$ cat src/hw/xcvr_pkg.sv
// Constants shared by the octal bus transceiver and register block.
// Assumes one 20 MHz clock and an AXI4-Lite master on the register side.

`default_nettype none

package xcvr_pkg;

	// Widths
	localparam int LINE_W = 8;
	localparam int PIN_W  = 22;
	localparam int ADDR_W = 8;

	// Bit positions in the synchronised pin vector
	localparam int P_A_LSB  = 0;
	localparam int P_B_LSB  = 8;
	localparam int P_BEN    = 16;
	localparam int P_AEN_N  = 17;
	localparam int P_ABSEL  = 18;
	localparam int P_BASEL  = 19;
	localparam int P_ABCLK  = 20;
	localparam int P_BACLK  = 21;

	// Synchroniser reset: A enable reads inactive (high)
	localparam logic [PIN_W-1:0] PIN_SYNC_RST = 22'h02_0000;

	// Register offsets
	localparam logic [ADDR_W-1:0] CTRL_OFS = 8'h00;
	localparam logic [ADDR_W-1:0] AB_OFS   = 8'h04;
	localparam logic [ADDR_W-1:0] BA_OFS   = 8'h08;
	localparam logic [ADDR_W-1:0] PINS_OFS = 8'h0C;
	localparam logic [ADDR_W-1:0] LIVE_OFS = 8'h10;

	// Control fields
	localparam int CTRL_ISO_BIT    = 0;
	localparam int CTRL_CAP_AB_BIT = 1;
	localparam int CTRL_CAP_BA_BIT = 2;
	localparam logic CTRL_ISO_RST  = 1'h0;

	// Pin status fields
	localparam int PS_BEN    = 0;
	localparam int PS_AEN_N  = 1;
	localparam int PS_ABSEL  = 2;
	localparam int PS_BASEL  = 3;
	localparam int PS_ADRIVE = 4;
	localparam int PS_BDRIVE = 5;
	localparam int LIVE_B_LSB = 8;

	// Responses
	localparam logic [1:0] RESP_OKAY   = 2'h0;
	localparam logic [1:0] RESP_SLVERR = 2'h2;
	localparam logic [31:0] ZERO_WORD  = 32'h0000_0000;

	// Word-aligned address match
	function automatic logic regHit(
		input logic [ADDR_W-1:0] addr,
		input logic [ADDR_W-1:0] ofs);
		regHit = (addr[ADDR_W-1:2] == ofs[ADDR_W-1:2]);
	endfunction

endpackage

`default_nettype wire

$ cat src/hw/capture_if.sv
// Carrier between the top and one capture register.
// Assumes the user side produces a one-cycle load pulse on mclk.

`timescale 1ns/100ps
`default_nettype none

interface capture_if
	import xcvr_pkg::*;
	();

	logic              takeEdge;
	logic [LINE_W-1:0] source;
	logic [LINE_W-1:0] value;

	modport store (input takeEdge, input source, output value);
	modport user  (output takeEdge, output source, input value);

endinterface

`default_nettype wire

$ cat src/hw/pin_sync.sv
// Two-flop synchroniser for every pin that enters the block.
// Assumes pins are asynchronous to mclk; reset is synchronous.

`timescale 1ns/100ps
`default_nettype none

module pin_sync
	import xcvr_pkg::*;
(
	input  wire logic             mclk,
	input  wire logic             rst_n,
	input  wire logic [PIN_W-1:0] pinsRaw,
	output logic      [PIN_W-1:0] pinsSync
);

	logic [PIN_W-1:0] stage1_q;
	logic [PIN_W-1:0] stage2_q;

	// First stage feeds only the second
	always_ff @(posedge mclk)
	begin
		if (!rst_n)
		begin
			stage1_q <= PIN_SYNC_RST;
			stage2_q <= PIN_SYNC_RST;
		end
		else
		begin
			stage1_q <= pinsRaw;
			stage2_q <= stage1_q;
		end
	end

	assign pinsSync = stage2_q;

endmodule

`default_nettype wire

$ cat src/hw/capture_reg.sv
// One 8-bit capture register of the transceiver.
// Assumes a one-cycle load pulse; contents have no reset.

`timescale 1ns/100ps
`default_nettype none

module capture_reg
	import xcvr_pkg::*;
(
	input  wire logic mclk,
	input  wire logic rst_n,
	capture_if.store  cap
);

	logic [LINE_W-1:0] stored_q;
	logic              loaded_q;

	// No reset: contents undefined until the first load
	always_ff @(posedge mclk)
	begin
		if (cap.takeEdge)
			stored_q <= cap.source;
	end

	assign cap.value = stored_q;

	// Marks the first load so the hold check skips unknown contents
	always_ff @(posedge mclk)
	begin
		if (!rst_n)
			loaded_q <= 1'b0;
		else if (cap.takeEdge)
			loaded_q <= 1'b1;
	end

	capture_load_a: assert property (
		@(posedge mclk) disable iff (!rst_n)
		cap.takeEdge |=> (cap.value == $past(cap.source)))
		else $error("capture register missed its load");

	capture_hold_a: assert property (
		@(posedge mclk) disable iff (!rst_n)
		(loaded_q && !cap.takeEdge) |=> $stable(cap.value))
		else $error("capture register changed without a load");

endmodule

`default_nettype wire

$ cat src/hw/octal_bus_transceiver_register.sv
// Octal two-way bus transceiver with one capture register per direction.
// Assumes pins are asynchronous to mclk and an AXI4-Lite master.

`timescale 1ns/100ps
`default_nettype none

module octal_bus_transceiver_register
	import xcvr_pkg::*;
(
	input  wire logic              mclk,
	input  wire logic              rst_n,
	// Transceiver pins
	input  wire logic              bPortDriveEnable,
	input  wire logic              aPortDriveEnable_n,
	input  wire logic              aToBCaptureClock,
	input  wire logic              bToACaptureClock,
	input  wire logic              aToBSourceSelect,
	input  wire logic              bToASourceSelect,
	input  wire logic [LINE_W-1:0] portALinesIn,
	output logic      [LINE_W-1:0] portALinesOut,
	output logic                   portALinesOe,
	input  wire logic [LINE_W-1:0] portBLinesIn,
	output logic      [LINE_W-1:0] portBLinesOut,
	output logic                   portBLinesOe,
	// AXI4-Lite slave
	input  wire logic              awvalid,
	output logic                   awready,
	input  wire logic [ADDR_W-1:0] awaddr,
	input  wire logic              wvalid,
	output logic                   wready,
	input  wire logic [31:0]       wdata,
	input  wire logic [3:0]        wstrb,
	output logic                   bvalid,
	input  wire logic              bready,
	output logic      [1:0]        bresp,
	input  wire logic              arvalid,
	output logic                   arready,
	input  wire logic [ADDR_W-1:0] araddr,
	output logic                   rvalid,
	input  wire logic              rready,
	output logic      [31:0]       rdata,
	output logic      [1:0]        rresp
);

	// ==============================================================
	// Pin synchronisation
	// ==============================================================
	logic [PIN_W-1:0]  pinsRaw;
	logic [PIN_W-1:0]  pinsSync;
	logic [LINE_W-1:0] aSync;
	logic [LINE_W-1:0] bSync;
	logic              bEnS;
	logic              aEnS_n;
	logic              abSelS;
	logic              baSelS;
	logic              abClkS;
	logic              baClkS;

	assign pinsRaw = {bToACaptureClock, aToBCaptureClock,
		bToASourceSelect, aToBSourceSelect,
		aPortDriveEnable_n, bPortDriveEnable,
		portBLinesIn, portALinesIn};

	pin_sync pinSync (
		.mclk     (mclk),
		.rst_n    (rst_n),
		.pinsRaw  (pinsRaw),
		.pinsSync (pinsSync)
	);

	assign aSync  = pinsSync[P_A_LSB +: LINE_W];
	assign bSync  = pinsSync[P_B_LSB +: LINE_W];
	assign bEnS   = pinsSync[P_BEN];
	assign aEnS_n = pinsSync[P_AEN_N];
	assign abSelS = pinsSync[P_ABSEL];
	assign baSelS = pinsSync[P_BASEL];
	assign abClkS = pinsSync[P_ABCLK];
	assign baClkS = pinsSync[P_BACLK];

	// ==============================================================
	// Capture clock edges
	// ==============================================================
	logic abClkPrev_q;
	logic baClkPrev_q;
	logic swCapAb_q;
	logic swCapBa_q;
	logic abEdge;
	logic baEdge;

	always_ff @(posedge mclk)
	begin
		if (!rst_n)
		begin
			abClkPrev_q <= 1'b0;
			baClkPrev_q <= 1'b0;
		end
		else
		begin
			abClkPrev_q <= abClkS;
			baClkPrev_q <= baClkS;
		end
	end

	// Edges load regardless of selects and enables
	assign abEdge = (abClkS & ~abClkPrev_q) | swCapAb_q;
	assign baEdge = (baClkS & ~baClkPrev_q) | swCapBa_q;

	// ==============================================================
	// Capture registers
	// ==============================================================
	capture_if abCap ();
	capture_if baCap ();

	logic [LINE_W-1:0] aOut_q;
	logic [LINE_W-1:0] bOut_q;
	logic              aOe_q;
	logic              bOe_q;

	// Source is what the port carries, our own drive included,
	// so one direction's data lands in both registers
	assign abCap.takeEdge = abEdge;
	assign abCap.source   = aOe_q ? aOut_q : aSync;
	assign baCap.takeEdge = baEdge;
	assign baCap.source   = bOe_q ? bOut_q : bSync;

	capture_reg abReg (
		.mclk  (mclk),
		.rst_n (rst_n),
		.cap   (abCap)
	);

	capture_reg baReg (
		.mclk  (mclk),
		.rst_n (rst_n),
		.cap   (baCap)
	);

	// ==============================================================
	// Drive selection
	// ==============================================================
	logic              forceIso_q;
	logic              aDrive;
	logic              bDrive;
	logic [LINE_W-1:0] aNext;
	logic [LINE_W-1:0] bNext;

	assign bDrive = bEnS & ~forceIso_q;
	assign aDrive = ~aEnS_n & ~forceIso_q;
	assign bNext  = abSelS ? abCap.value : aSync;
	assign aNext  = baSelS ? baCap.value : bSync;

	// Registered mux output: lines change only at a clock edge,
	// so a select change cannot glitch the bus
	always_ff @(posedge mclk)
	begin
		if (!rst_n)
		begin
			aOut_q <= '0;
			bOut_q <= '0;
			aOe_q  <= 1'b0;
			bOe_q  <= 1'b0;
		end
		else
		begin
			aOut_q <= aNext;
			bOut_q <= bNext;
			aOe_q  <= aDrive;
			bOe_q  <= bDrive;
		end
	end

	assign portALinesOut = aOut_q;
	assign portBLinesOut = bOut_q;
	assign portALinesOe  = aOe_q;
	assign portBLinesOe  = bOe_q;

	// ==============================================================
	// Register bus: write path
	// ==============================================================
	logic              awHave_q;
	logic              wHave_q;
	logic [ADDR_W-1:0] wAddr_q;
	logic [31:0]       wData_q;
	logic [3:0]        wStrb_q;
	logic              awready_q;
	logic              wready_q;
	logic              bvalid_q;
	logic [1:0]        bresp_q;
	logic              awTake;
	logic              wTake;
	logic              doWrite;
	logic              awHave_d;
	logic              wHave_d;
	logic              bvalid_d;
	logic              ctrlHit;
	logic              wMapped;
	logic              ctrlWr;

	assign awTake   = awvalid & awready_q;
	assign wTake    = wvalid & wready_q;
	assign doWrite  = awHave_q & wHave_q & ~bvalid_q;
	assign awHave_d = (awHave_q | awTake) & ~doWrite;
	assign wHave_d  = (wHave_q | wTake) & ~doWrite;
	assign bvalid_d = doWrite | (bvalid_q & ~bready);
	assign ctrlHit  = regHit(wAddr_q, CTRL_OFS);
	assign wMapped  = ctrlHit | regHit(wAddr_q, AB_OFS)
		| regHit(wAddr_q, BA_OFS) | regHit(wAddr_q, PINS_OFS)
		| regHit(wAddr_q, LIVE_OFS);
	// Only the low byte of control holds writable bits
	assign ctrlWr   = doWrite & ctrlHit & wStrb_q[0];

	always_ff @(posedge mclk)
	begin
		if (!rst_n)
		begin
			awHave_q  <= 1'b0;
			wHave_q   <= 1'b0;
			awready_q <= 1'b0;
			wready_q  <= 1'b0;
			bvalid_q  <= 1'b0;
			bresp_q   <= RESP_OKAY;
		end
		else
		begin
			awHave_q  <= awHave_d;
			wHave_q   <= wHave_d;
			awready_q <= ~awHave_d & ~bvalid_d;
			wready_q  <= ~wHave_d & ~bvalid_d;
			bvalid_q  <= bvalid_d;
			if (doWrite)
				bresp_q <= wMapped ? RESP_OKAY : RESP_SLVERR;
		end
	end

	always_ff @(posedge mclk)
	begin
		if (awTake)
			wAddr_q <= awaddr;
		if (wTake)
		begin
			wData_q <= wdata;
			wStrb_q <= wstrb;
		end
	end

	// Control: isolation override and one-cycle capture pulses
	always_ff @(posedge mclk)
	begin
		if (!rst_n)
		begin
			forceIso_q <= CTRL_ISO_RST;
			swCapAb_q  <= 1'b0;
			swCapBa_q  <= 1'b0;
		end
		else
		begin
			if (ctrlWr)
				forceIso_q <= wData_q[CTRL_ISO_BIT];
			swCapAb_q <= ctrlWr & wData_q[CTRL_CAP_AB_BIT];
			swCapBa_q <= ctrlWr & wData_q[CTRL_CAP_BA_BIT];
		end
	end

	assign awready = awready_q;
	assign wready  = wready_q;
	assign bvalid  = bvalid_q;
	assign bresp   = bresp_q;

	// ==============================================================
	// Register bus: read path
	// ==============================================================
	logic        arready_q;
	logic        rvalid_q;
	logic [31:0] rdata_q;
	logic [1:0]  rresp_q;
	logic        arTake;
	logic        rvalid_d;
	logic [31:0] pinsWord;
	logic [31:0] liveWord;
	logic [31:0] readWord;
	logic        rMapped;

	assign arTake   = arvalid & arready_q;
	assign rvalid_d = arTake | (rvalid_q & ~rready);
	assign pinsWord = ZERO_WORD
		| (32'(bEnS) << PS_BEN) | (32'(aEnS_n) << PS_AEN_N)
		| (32'(abSelS) << PS_ABSEL) | (32'(baSelS) << PS_BASEL)
		| (32'(aOe_q) << PS_ADRIVE) | (32'(bOe_q) << PS_BDRIVE);
	assign liveWord = ZERO_WORD | 32'(aSync)
		| (32'(bSync) << LIVE_B_LSB);
	assign rMapped  = regHit(araddr, CTRL_OFS) | regHit(araddr, AB_OFS)
		| regHit(araddr, BA_OFS) | regHit(araddr, PINS_OFS)
		| regHit(araddr, LIVE_OFS);
	assign readWord =
		regHit(araddr, CTRL_OFS) ? (ZERO_WORD | 32'(forceIso_q)) :
		regHit(araddr, AB_OFS)   ? (ZERO_WORD | 32'(abCap.value)) :
		regHit(araddr, BA_OFS)   ? (ZERO_WORD | 32'(baCap.value)) :
		regHit(araddr, PINS_OFS) ? pinsWord :
		regHit(araddr, LIVE_OFS) ? liveWord : ZERO_WORD;

	always_ff @(posedge mclk)
	begin
		if (!rst_n)
		begin
			arready_q <= 1'b0;
			rvalid_q  <= 1'b0;
			rdata_q   <= ZERO_WORD;
			rresp_q   <= RESP_OKAY;
		end
		else
		begin
			arready_q <= ~rvalid_d;
			rvalid_q  <= rvalid_d;
			if (arTake)
			begin
				rdata_q <= readWord;
				rresp_q <= rMapped ? RESP_OKAY : RESP_SLVERR;
			end
		end
	end

	assign arready = arready_q;
	assign rvalid  = rvalid_q;
	assign rdata   = rdata_q;
	assign rresp   = rresp_q;

	// ==============================================================
	// Checks
	// ==============================================================
	isolation_hiz_a: assert property (
		@(posedge mclk) disable iff (!rst_n)
		(!bEnS && aEnS_n) |=> (!aOe_q && !bOe_q))
		else $error("port driven while isolated");

	live_a_to_b_a: assert property (
		@(posedge mclk) disable iff (!rst_n)
		(bEnS && aEnS_n && !abSelS && !forceIso_q)
		|=> (bOe_q && !aOe_q && bOut_q == $past(aSync)))
		else $error("port B not showing live port A");

	stored_a_to_b_a: assert property (
		@(posedge mclk) disable iff (!rst_n)
		(bEnS && abSelS && !forceIso_q)
		|=> (bOe_q && bOut_q == $past(abCap.value)))
		else $error("port B not showing A-to-B register");

	live_b_to_a_a: assert property (
		@(posedge mclk) disable iff (!rst_n)
		(!bEnS && !aEnS_n && !baSelS && !forceIso_q)
		|=> (aOe_q && !bOe_q && aOut_q == $past(bSync)))
		else $error("port A not showing live port B");

	stored_b_to_a_a: assert property (
		@(posedge mclk) disable iff (!rst_n)
		(!aEnS_n && baSelS && !forceIso_q)
		|=> (aOe_q && aOut_q == $past(baCap.value)))
		else $error("port A not showing B-to-A register");

	both_stored_a: assert property (
		@(posedge mclk) disable iff (!rst_n)
		(bEnS && !aEnS_n && abSelS && baSelS && !forceIso_q)
		|=> (aOe_q && bOe_q && aOut_q == $past(baCap.value)
			&& bOut_q == $past(abCap.value)))
		else $error("dual stored drive wrong");

	bus_keeper_a: assert property (
		@(posedge mclk) disable iff (!rst_n)
		(bEnS && !aEnS_n && !abSelS && !baSelS && !forceIso_q)
		|=> (aOut_q == $past(bSync) && bOut_q == $past(aSync)))
		else $error("ports do not reinforce each other");

	store_both_a: assert property (
		@(posedge mclk) disable iff (!rst_n)
		(bEnS && aEnS_n && baEdge && bOe_q)
		|=> (baCap.value == $past(bOut_q)))
		else $error("B-to-A register missed driven B data");

	write_answer_a: assert property (
		@(posedge mclk) disable iff (!rst_n)
		doWrite |=> (bvalid_q && !awready_q && !wready_q))
		else $error("write response not raised");

endmodule

`default_nettype wire

$ cat config.mk
export PLATFORM = sky130hd
export DESIGN_NAME = octal_bus_transceiver_register
export DESIGN_NICKNAME = d
export VERILOG_FILES = /design/src/hw/xcvr_pkg.sv /design/src/hw/capture_if.sv /design/src/hw/pin_sync.sv /design/src/hw/capture_reg.sv /design/src/hw/octal_bus_transceiver_register.sv
export SDC_FILE = /design/constraint.sdc
export NUM_CORES = 1
export LEC_CHECK = 0
export BUFFER_PORTS_ARGS = -buffer_cell sky130_fd_sc_hd__buf_2
export CORE_MARGIN = 10
export CORE_UTILIZATION = 50
export DETAILED_ROUTE_END_ITERATION = 7
export PLACE_DENSITY = 0.79
export SETUP_SLACK_MARGIN = 0.1
export SLEW_MARGIN = 20
export SYNTH_ARGS = -nofsm -noshare
export SYNTH_HDL_FRONTEND = slang
export SYNTH_SLANG_ARGS = --single-unit
$ cat constraint.sdc
create_clock -name mclk -period 1.6 [get_ports mclk]
set_input_delay 0.16 -clock mclk [delete_from_list [all_inputs] [get_ports mclk]]
set_output_delay 0.16 -clock mclk [all_outputs]
set_load 0.01 [all_outputs]
==> metrics.log, run 1 <==
[metrics] net load switching power: 0.00160 W
[metrics] Final Max Tran Viols: 0
[metrics] parity-gate share of the synthesized area counting xor and xnor cells: 0
[metrics] detailed-route via count: 3203
[metrics] internal power summed over all cells: 0.00587 W
[metrics] clock skew after layout: ~0.0071 ns
[metrics] fraction of synthesized cell area taken by the top area cell type: 0.419
[metrics] Synth Area in Compound Gates: 0.0820
[metrics] area enclosed by the die boundary: 0.0129 mm2
[metrics] Combinational Power Share: 0.063
[metrics] H-tree depth: 4
[metrics] number of buffers inserted during clock tree synthesis: 17
[metrics] global router's overall resource usage: 0.166
[metrics] worst-case setup margin in the final layout: 0.0880 ns
[metrics] number of port buffers: 85
[metrics] P per Cell Area: 1280 mW/mm2
[metrics] setup repair after global routing missed its margin: yes
[metrics] Yosys top cell by area: sky130_fd_sc_hd__dfxtp_1
[metrics] Detailed Place HPWL: 7.20 mm
[metrics] Achievable Freq: 661 MHz
[metrics] endpoint required time on the critical path: 2.00 ns
[metrics] number of rows created at floorplan: 34
[metrics] cell count after synthesis: 388
[metrics] switching fraction of total power: 0.215
[metrics] core outline area: 0.00864 mm2
[metrics] number of buffers and inverters on the critical path: 0
[metrics] Finish-stage setup viols: 0
[metrics] synthesis-to-finish area growth: 32.7%
[metrics] wire length per cell after detailed routing: 16.7 um
[metrics] Routed Antenna Nets: 0
[metrics] wire length after detailed routing: 10.6 mm
[metrics] Setup TNS: 0 ns
[metrics] Critical Path Start Type: flip-flop
[metrics] final weighted congestion in routability-driven placement: roughly 0.86
[metrics] clock tree buffer depth: 2
[metrics] count of synthesis-stage warnings from yosys: 0
[metrics] Boundary Pins: 140
[metrics] antenna violations before repair: 0
[metrics] final core utilization: 0.676
[metrics] largest family of logic cells by synthesized area: simple AND/OR/NAND/NOR gates
[metrics] adder-cell share of the synthesized area: 0
[metrics] total congestion overflow: 0
[metrics] post-synthesis share of cell area spent on and, or, nand and nor gates: 0.188
[metrics] category of the worst setup path capture point: flip-flop
[metrics] total of flip-flops plus latches after synthesis: ~120
[metrics] cell area after synthesis: about 0.0044 mm2
[metrics] critical path fanouts, max: 3
[metrics] sequential group share of total power: 0.432
[metrics] fraction of the cycle the final worst path needs: 0.945
[metrics] Max Cap Viol: 0
[metrics] starting density of the core: 0.509
[metrics] clock share of power: 0.505
[metrics] leakage power: 2.51 nW
[metrics] stage delay of the slowest cell on the critical path: around 0.56 ns
[metrics] number of detailed-route iterations in the first pass: 5
[metrics] number of sinks driven by the clock tree: 118
[metrics] maximum number of pins on one net before global-route repair: 71
[metrics] ratio of cells with drive above 1 in the final layout: 0.287
[metrics] Final Hold Vio Count: 0
[metrics] DRC violation total after the first TritonRoute iteration: 192
[metrics] leading cell types by total area after synthesis: sky130_fd_sc_hd__dfxtp_1, sky130_fd_sc_hd__edfxtp_1, sky130_fd_sc_hd__and2_1
[metrics] Setup Fix Bufs, Post-CTS: 0
[metrics] CTS tree: yes
[metrics] arrival time at the worst endpoint: roughly 1.9 ns
[metrics] number of different library cells in the post-synthesis netlist: 43
[metrics] number of global-route vias before repair: 3370
[metrics] Total Nets Final: 595
[metrics] Vert. Die Dim: 114 um
[metrics] clock network latency to the later pin of the worst-skew pair: 0.51 ns
[metrics] CTS root buf: sky130_fd_sc_hd__clkbuf_8
[metrics] clock input transition at the sequential cells of the worst setup and hold paths: about 0.06 ns
[metrics] fin crit period: 1.51 ns
[metrics] run status: complete, no violations
[metrics] Diodes inserted: 0
[metrics] critical path's slowest cell: sky130_fd_sc_hd__or4b_4
[metrics] Largest delay share family, worst path: simple AND/OR/NAND/NOR gates
[metrics] mean area per synthesized cell: 11.3 um2
[metrics] DRC: 0
[metrics] post-synthesis mux area share: 0.0695
[metrics] kind of path behind the tightest hold check: in2reg
[metrics] cell breakdown of the critical path: or4b_4 > nor3_4 > mux2i_1 > nor2b_1
[metrics] horizontal die dimension: ~110 um
[metrics] Crit Path Category: reg2reg
[metrics] global-route wire length before repair: 17.0 mm
[metrics] minimum setup slack after placement: approximately 0.05 ns
[metrics] post-synthesis sequential area ratio: 0.597
[metrics] via count normalized by instance count: 5.04
[metrics] maximum vdd ir drop: 0.820 mV
cell usage in the layout, fill, tap and decap left out, types with 12 or more instances in the layout:
cell and count:
sky130_fd_sc_hd__and2_1 47, sky130_fd_sc_hd__buf_2 85, sky130_fd_sc_hd__clkbuf_16 20, sky130_fd_sc_hd__conb_1 18, sky130_fd_sc_hd__dfxtp_1 91, sky130_fd_sc_hd__dlygate4sd3_1 35
sky130_fd_sc_hd__edfxtp_1 26, sky130_fd_sc_hd__mux2_2 12, sky130_fd_sc_hd__mux2i_1 17, sky130_fd_sc_hd__nand2_1 15, sky130_fd_sc_hd__nor2_1 17, sky130_fd_sc_hd__nor2b_1 19
sky130_fd_sc_hd__o21ai_0 14
worst min-delay path, stage by stage:
cell,delay (ns)
sky130_fd_sc_hd__buf_2,0.13
sky130_fd_sc_hd__o21ai_0,0.10
sky130_fd_sc_hd__a21oi_1,0.14
layer usage:
metal	track usage	up-vias	part of all wire
li1	-	1557	-
met1	0.186	1505	0.41
met2	0.273	123	0.49
met3	0.0614	18	0.084
met4	0.0787	0	0.019
met5	0	-	0
through the flow:
step           area (um2)  instances  total power, W  hold slack (ns)
2_1_floorplan        4460        405         0.00355            0.259
3_3_place_gp         4860        568         0.00366            0.338
3_5_place_dp         4860        568         0.00368            0.339
4_1_cts              5830        635         0.00752           0.0377
5_1_grt              5830        635         0.00773            0.111
6_report             5830        635         0.00748           0.0687
cells in the mapped netlist (all sizes together):
cell,count
dfxtp,92
and2,47
buf,27
edfxtp,26
nor2b,19
nor2,18
mux2i,17
nand2,15
o21ai,14
clkbuf,13
mux2,12
inv,9
a22oi,8
and3,7
nand2b,6
a221oi,5
nand3b,5
nor3,5
a21oi,4
nand3,4
o311ai,4
or3,4
nand4,3
o311a,3
a211oi,2
a21boi,2
a21o,2
a31o,2
nor3b,2
o31a,2
or2,2
or3b,2
a31oi,1
and2b,1
conb,1
o31ai,1
or4b,1
sequential cells by signal, indices dropped and copies added (netlist names), 3 cells and up:
signal and flops:
pinSync.pinsSync 22, baReg.cap.value 8, portBLinesOut 8, rdata 16, portALinesOut 8, abReg.cap.value 8
pinSync.stage1_q 22, wAddr_q 6, wData_q 3
area by class of cell:
| type | instances | area (um2) |
|---|---|---|
| clock buffer | 23 | 532 |
| clock inverter | 9 | 81.3 |
| fill | 620 | 2800 |
| inverter | 9 | 33.8 |
| multi-input combinational | 238 | 1570 |
| sequential | 118 | 2620 |
| tap | 108 | 135 |
| timing repair buffer | 130 | 863 |
kinds of logic after synthesis:
| logic type | after synthesis |
|---|---|
| and+or+nand+nor | 141 |
| AOI/OAI and AO/OA | 50 |
| DFF | 118 |
| other | 1 |
| muxes | 29 |
| buffers and inverters | 49 |
what timing repair did:
item                                    in CTS  in global routing
endpoints found under the hold margin       38                  0
endpoints found under the setup margin       2                  1
resized for setup                            2                  0
hold buffers                                35                  0
worst paths after layout:
path,startpoint,cells after the start,end,slack (ns)
setup / recovery,wAddr_q[3],4,forceIso_q,0.09
hold / removal,araddr[2],3,rresp[1],0.07
setup reg to reg,wAddr_q[3],4,forceIso_q,0.09
hold reg to reg,pinSync.stage1_q[17],1,pinSync.pinsSync[17],0.41
power by group through the flow:
stage               logic, W  clock network (W)  registers (W)
finish              0.000472            0.00378        0.00323
global route        0.000522            0.00397        0.00323
CTS                 0.000467            0.00383        0.00322
detailed placement  0.000396                  0        0.00328
global placement    0.000386                  0        0.00328
floorplan           0.000276                  0        0.00327
No activity file was read; power rests on OpenSTA's default activity.
==> run 2: changes to the inputs <==
--- a/config.mk
+++ b/config.mk
@@ -11,7 +11,7 @@
 export DETAILED_ROUTE_END_ITERATION = 7
 export PLACE_DENSITY = 0.79
 export SETUP_SLACK_MARGIN = 0.1
-export SLEW_MARGIN = 20
 export SYNTH_ARGS = -nofsm -noshare
 export SYNTH_HDL_FRONTEND = slang
+export SYNTH_HIERARCHICAL = 1
 export SYNTH_SLANG_ARGS = --single-unit
==> metrics.log, run 2 <==
[metrics] run status: complete, no violations
[metrics] maximum number of pins on one net before global-route repair: 34
[metrics] horizontal die dimension: 113 um
[metrics] Combinational Power Share: 0.061
[metrics] total of flip-flops plus latches after synthesis: 118
[metrics] Diodes inserted: 0
[metrics] Achievable Freq: 658 MHz
[metrics] net load switching power: 0.00167 W
[metrics] switching fraction of total power: 0.236
[metrics] Boundary Pins: 140
[metrics] number of port buffers: 85
[metrics] core outline area: 0.00859 mm2
[metrics] DRC: 0
[metrics] highest-count cells in the layout ignoring fill and taps: sky130_fd_sc_hd__dfxtp_1, sky130_fd_sc_hd__buf_2, sky130_fd_sc_hd__and2_2
[metrics] global router's overall resource usage: 0.161
[metrics] number of sinks driven by the clock tree: 118
[metrics] number of global-route vias before repair: slightly above 3000
[metrics] ys flop type: sky130_fd_sc_hd__dfxtp_1
[metrics] starting density of the core: 0.507
[metrics] Total Nets Final: between 500 and 600
[metrics] mean area per synthesized cell: 11.9 um2
[metrics] proportion of register bits with asynchronous set or reset after synthesis: 0
[metrics] Crit Path Category: reg2reg
[metrics] Final Max Tran Viols: 0
[metrics] arrival time at the worst endpoint: 1.92 ns
[metrics] via count normalized by instance count: 4.89
[metrics] fraction of the cycle the final worst path needs: 0.949
[metrics] CTS root buf: sky130_fd_sc_hd__clkbuf_8
[metrics] clock input transition at the sequential cells of the worst setup and hold paths: 0.06 ns
[metrics] Max Cap Viol: 0
[metrics] Routed Antenna Nets: 0
[metrics] H-tree depth: 4
[metrics] fraction of synthesized cell area taken by the top area cell type: 0.423
[metrics] post-route total power: slightly above 0.007 W
[metrics] wire length per cell after detailed routing: roughly 17 um
[metrics] Detailed Place HPWL: approximately 7.3 mm
[metrics] total congestion overflow: 0
[metrics] category of the worst setup path capture point: flip-flop
[metrics] Critical Path Start Type: flip-flop
[metrics] kind of path behind the tightest hold check: in2reg
[metrics] cell area after synthesis: around 0.0044 mm2
[metrics] ratio of cells with drive above 1 in the final layout: 0.377
[metrics] number of rows created at floorplan: 34
[metrics] critical path fanouts, max: 2
[metrics] endpoint required time on the critical path: 2.01 ns
[metrics] number of detailed-route iterations in the first pass: 5
[metrics] clock share of power: 0.485
[metrics] leading cell types by total area after synthesis: sky130_fd_sc_hd__dfxtp_1, sky130_fd_sc_hd__edfxtp_1, sky130_fd_sc_hd__and2_2
[metrics] number of different library cells in the post-synthesis netlist: 43
[metrics] cell with the most instances after synthesis: sky130_fd_sc_hd__dfxtp_1
[metrics] clock skew after layout: 0.00530 ns
[metrics] wire length after detailed routing: a little over 10 mm
[metrics] clock tree buffer depth: 2
[metrics] P per Cell Area: 1240 mW/mm2
[metrics] number of buffers inserted during clock tree synthesis: 17
[metrics] number of synthesized flops with an enable pin: 26
[metrics] area enclosed by the die boundary: roughly 0.013 mm2
[metrics] cell breakdown of the critical path: or4b_4 > nor3_4 > mux2i_1 > nor2b_1
[metrics] count of synthesis-stage warnings from yosys: 6
[metrics] internal power summed over all cells: 0.00542 W
[metrics] detailed-route via count: 3007
[metrics] CTS tree: yes
[metrics] Final Hold Vio Count: 0
[metrics] commonest non-fill, non-tap cell in the layout: sky130_fd_sc_hd__dfxtp_1
[metrics] global-route wire length before repair: between 15 and 20 mm
[metrics] fin crit period: about 1.5 ns
[metrics] Vert. Die Dim: approximately 110 um
[metrics] cell count after synthesis: 366
[metrics] clock network latency to the later pin of the worst-skew pair: 0.52 ns
[metrics] critical path's slowest cell: sky130_fd_sc_hd__or4b_4
[metrics] stage delay of the slowest cell on the critical path: ~0.56 ns
[metrics] Setup TNS: 0 ns
[metrics] DRC violation total after the first TritonRoute iteration: 183
[metrics] post-synthesis sequential area ratio: 0.602
[metrics] sequential group share of total power: 0.455
[metrics] synthesis-to-finish area growth: 31.6%
[metrics] Yosys top cell by area: sky130_fd_sc_hd__dfxtp_1
[metrics] antenna violations before repair: 0
[metrics] final weighted congestion in routability-driven placement: 0.818
[metrics] maximum vdd ir drop: 0.826 mV
[metrics] Finish-stage setup viols: 0
[metrics] Setup Fix Bufs, Post-CTS: 0
[metrics] Synth top cells by count: sky130_fd_sc_hd__dfxtp_1, sky130_fd_sc_hd__and2_2, sky130_fd_sc_hd__nor2b_1
[metrics] setup repair after global routing missed its margin: yes
[metrics] leakage power: 2.48 nW
-- run 2: cell types whose count changed after synthesis, moves of 7 or more --
cell	change
sky130_fd_sc_hd__and2_1	-35
sky130_fd_sc_hd__and2_2	+38
sky130_fd_sc_hd__clkbuf_1	-7
sky130_fd_sc_hd__o31ai_1	+7
sky130_fd_sc_hd__o21ai_0	-9
sky130_fd_sc_hd__nor2b_1	+8
-- run 2: metal layers --
layer / vias up / part of all wire / track usage
li1: 1480 / - / -
met1: 1385 / 0.40 / 0.179
met2: 125 / 0.50 / 0.262
met3: 17 / 0.083 / 0.0635
met4: 0 / 0.018 / 0.0854
met5: - / 0 / 0
-- run 2: what timing repair did --
item,4_1_cts,5_1_grt
hold buffers,34,0
resized for setup,2,1
endpoints found under the hold margin,37,0
setup endpoints to repair,4,3
-- run 2: worst max-delay path: cells and delay by family (launching register included) --
kind / cells / cell delay (ns)
muxes: 1 / 0.20
DFF: 1 / 0.41
and+or+nand+nor: 3 / 0.79
-- run 2: stage by stage --
step	instances	util	cell area, um2	hold slack, ns	setup slack [ns]
6_report	615	0.667	5740	0.0471	0.0809
5_1_grt	615	0.667	5740	0.0419	0.0261
4_1_cts	615	0.667	5730	0.0273	0.114
3_5_place_dp	549	0.562	4830	0.338	0.101
3_3_place_gp	549	0.562	4830	0.338	0.155
2_1_floorplan	383	-	4420	0.256	0.189
-- run 2: path summary, 6_finish.rpt --
| path | slack (ns) | start | endpoint | cells after the start |
|---|---|---|---|---|
| hold / removal | 0.05 | rst_n | rvalid | 2 |
| setup / recovery | 0.08 | wAddr_q[3] | forceIso_q | 4 |
| setup reg to reg | 0.08 | wAddr_q[3] | forceIso_q | 4 |
| hold reg to reg | 0.41 | pinSync/stage1_q[17] | pinSync/pinsSync[17] | 1 |
-- run 2: kinds of logic after synthesis --
logic type             count (synthesis)  share of synthesized area
DFF                                  118                      0.602
buffers and inverters                 41                     0.0565
AOI/OAI and AO/OA                     47                     0.0752
other                                  1                   0.000860
and+or+nand+nor                      126                      0.185
muxes                                 33                     0.0804
-- run 2: final cells by class --
| type | count | area, um2 |
|---|---|---|
| clock buffer | 18 | 439 |
| inverter | 4 | 15.0 |
| sequential | 118 | 2620 |
| multi-input combinational | 224 | 1560 |
| tap | 108 | 135 |
| timing repair buffer | 129 | 841 |
| fill | 643 | 2860 |
| clock inverter | 14 | 118 |
-- run 2: power groups by stage --
stage | clock network, W | logic, W | registers [W]
after detailed placement | 0 | 0.000360 | 0.00328
after floorplan | 0 | 0.000254 | 0.00327
after global placement | 0 | 0.000350 | 0.00328
final | 0.00344 | 0.000429 | 0.00322
after global routing | 0.00363 | 0.000473 | 0.00323
after CTS | 0.00349 | 0.000428 | 0.00322
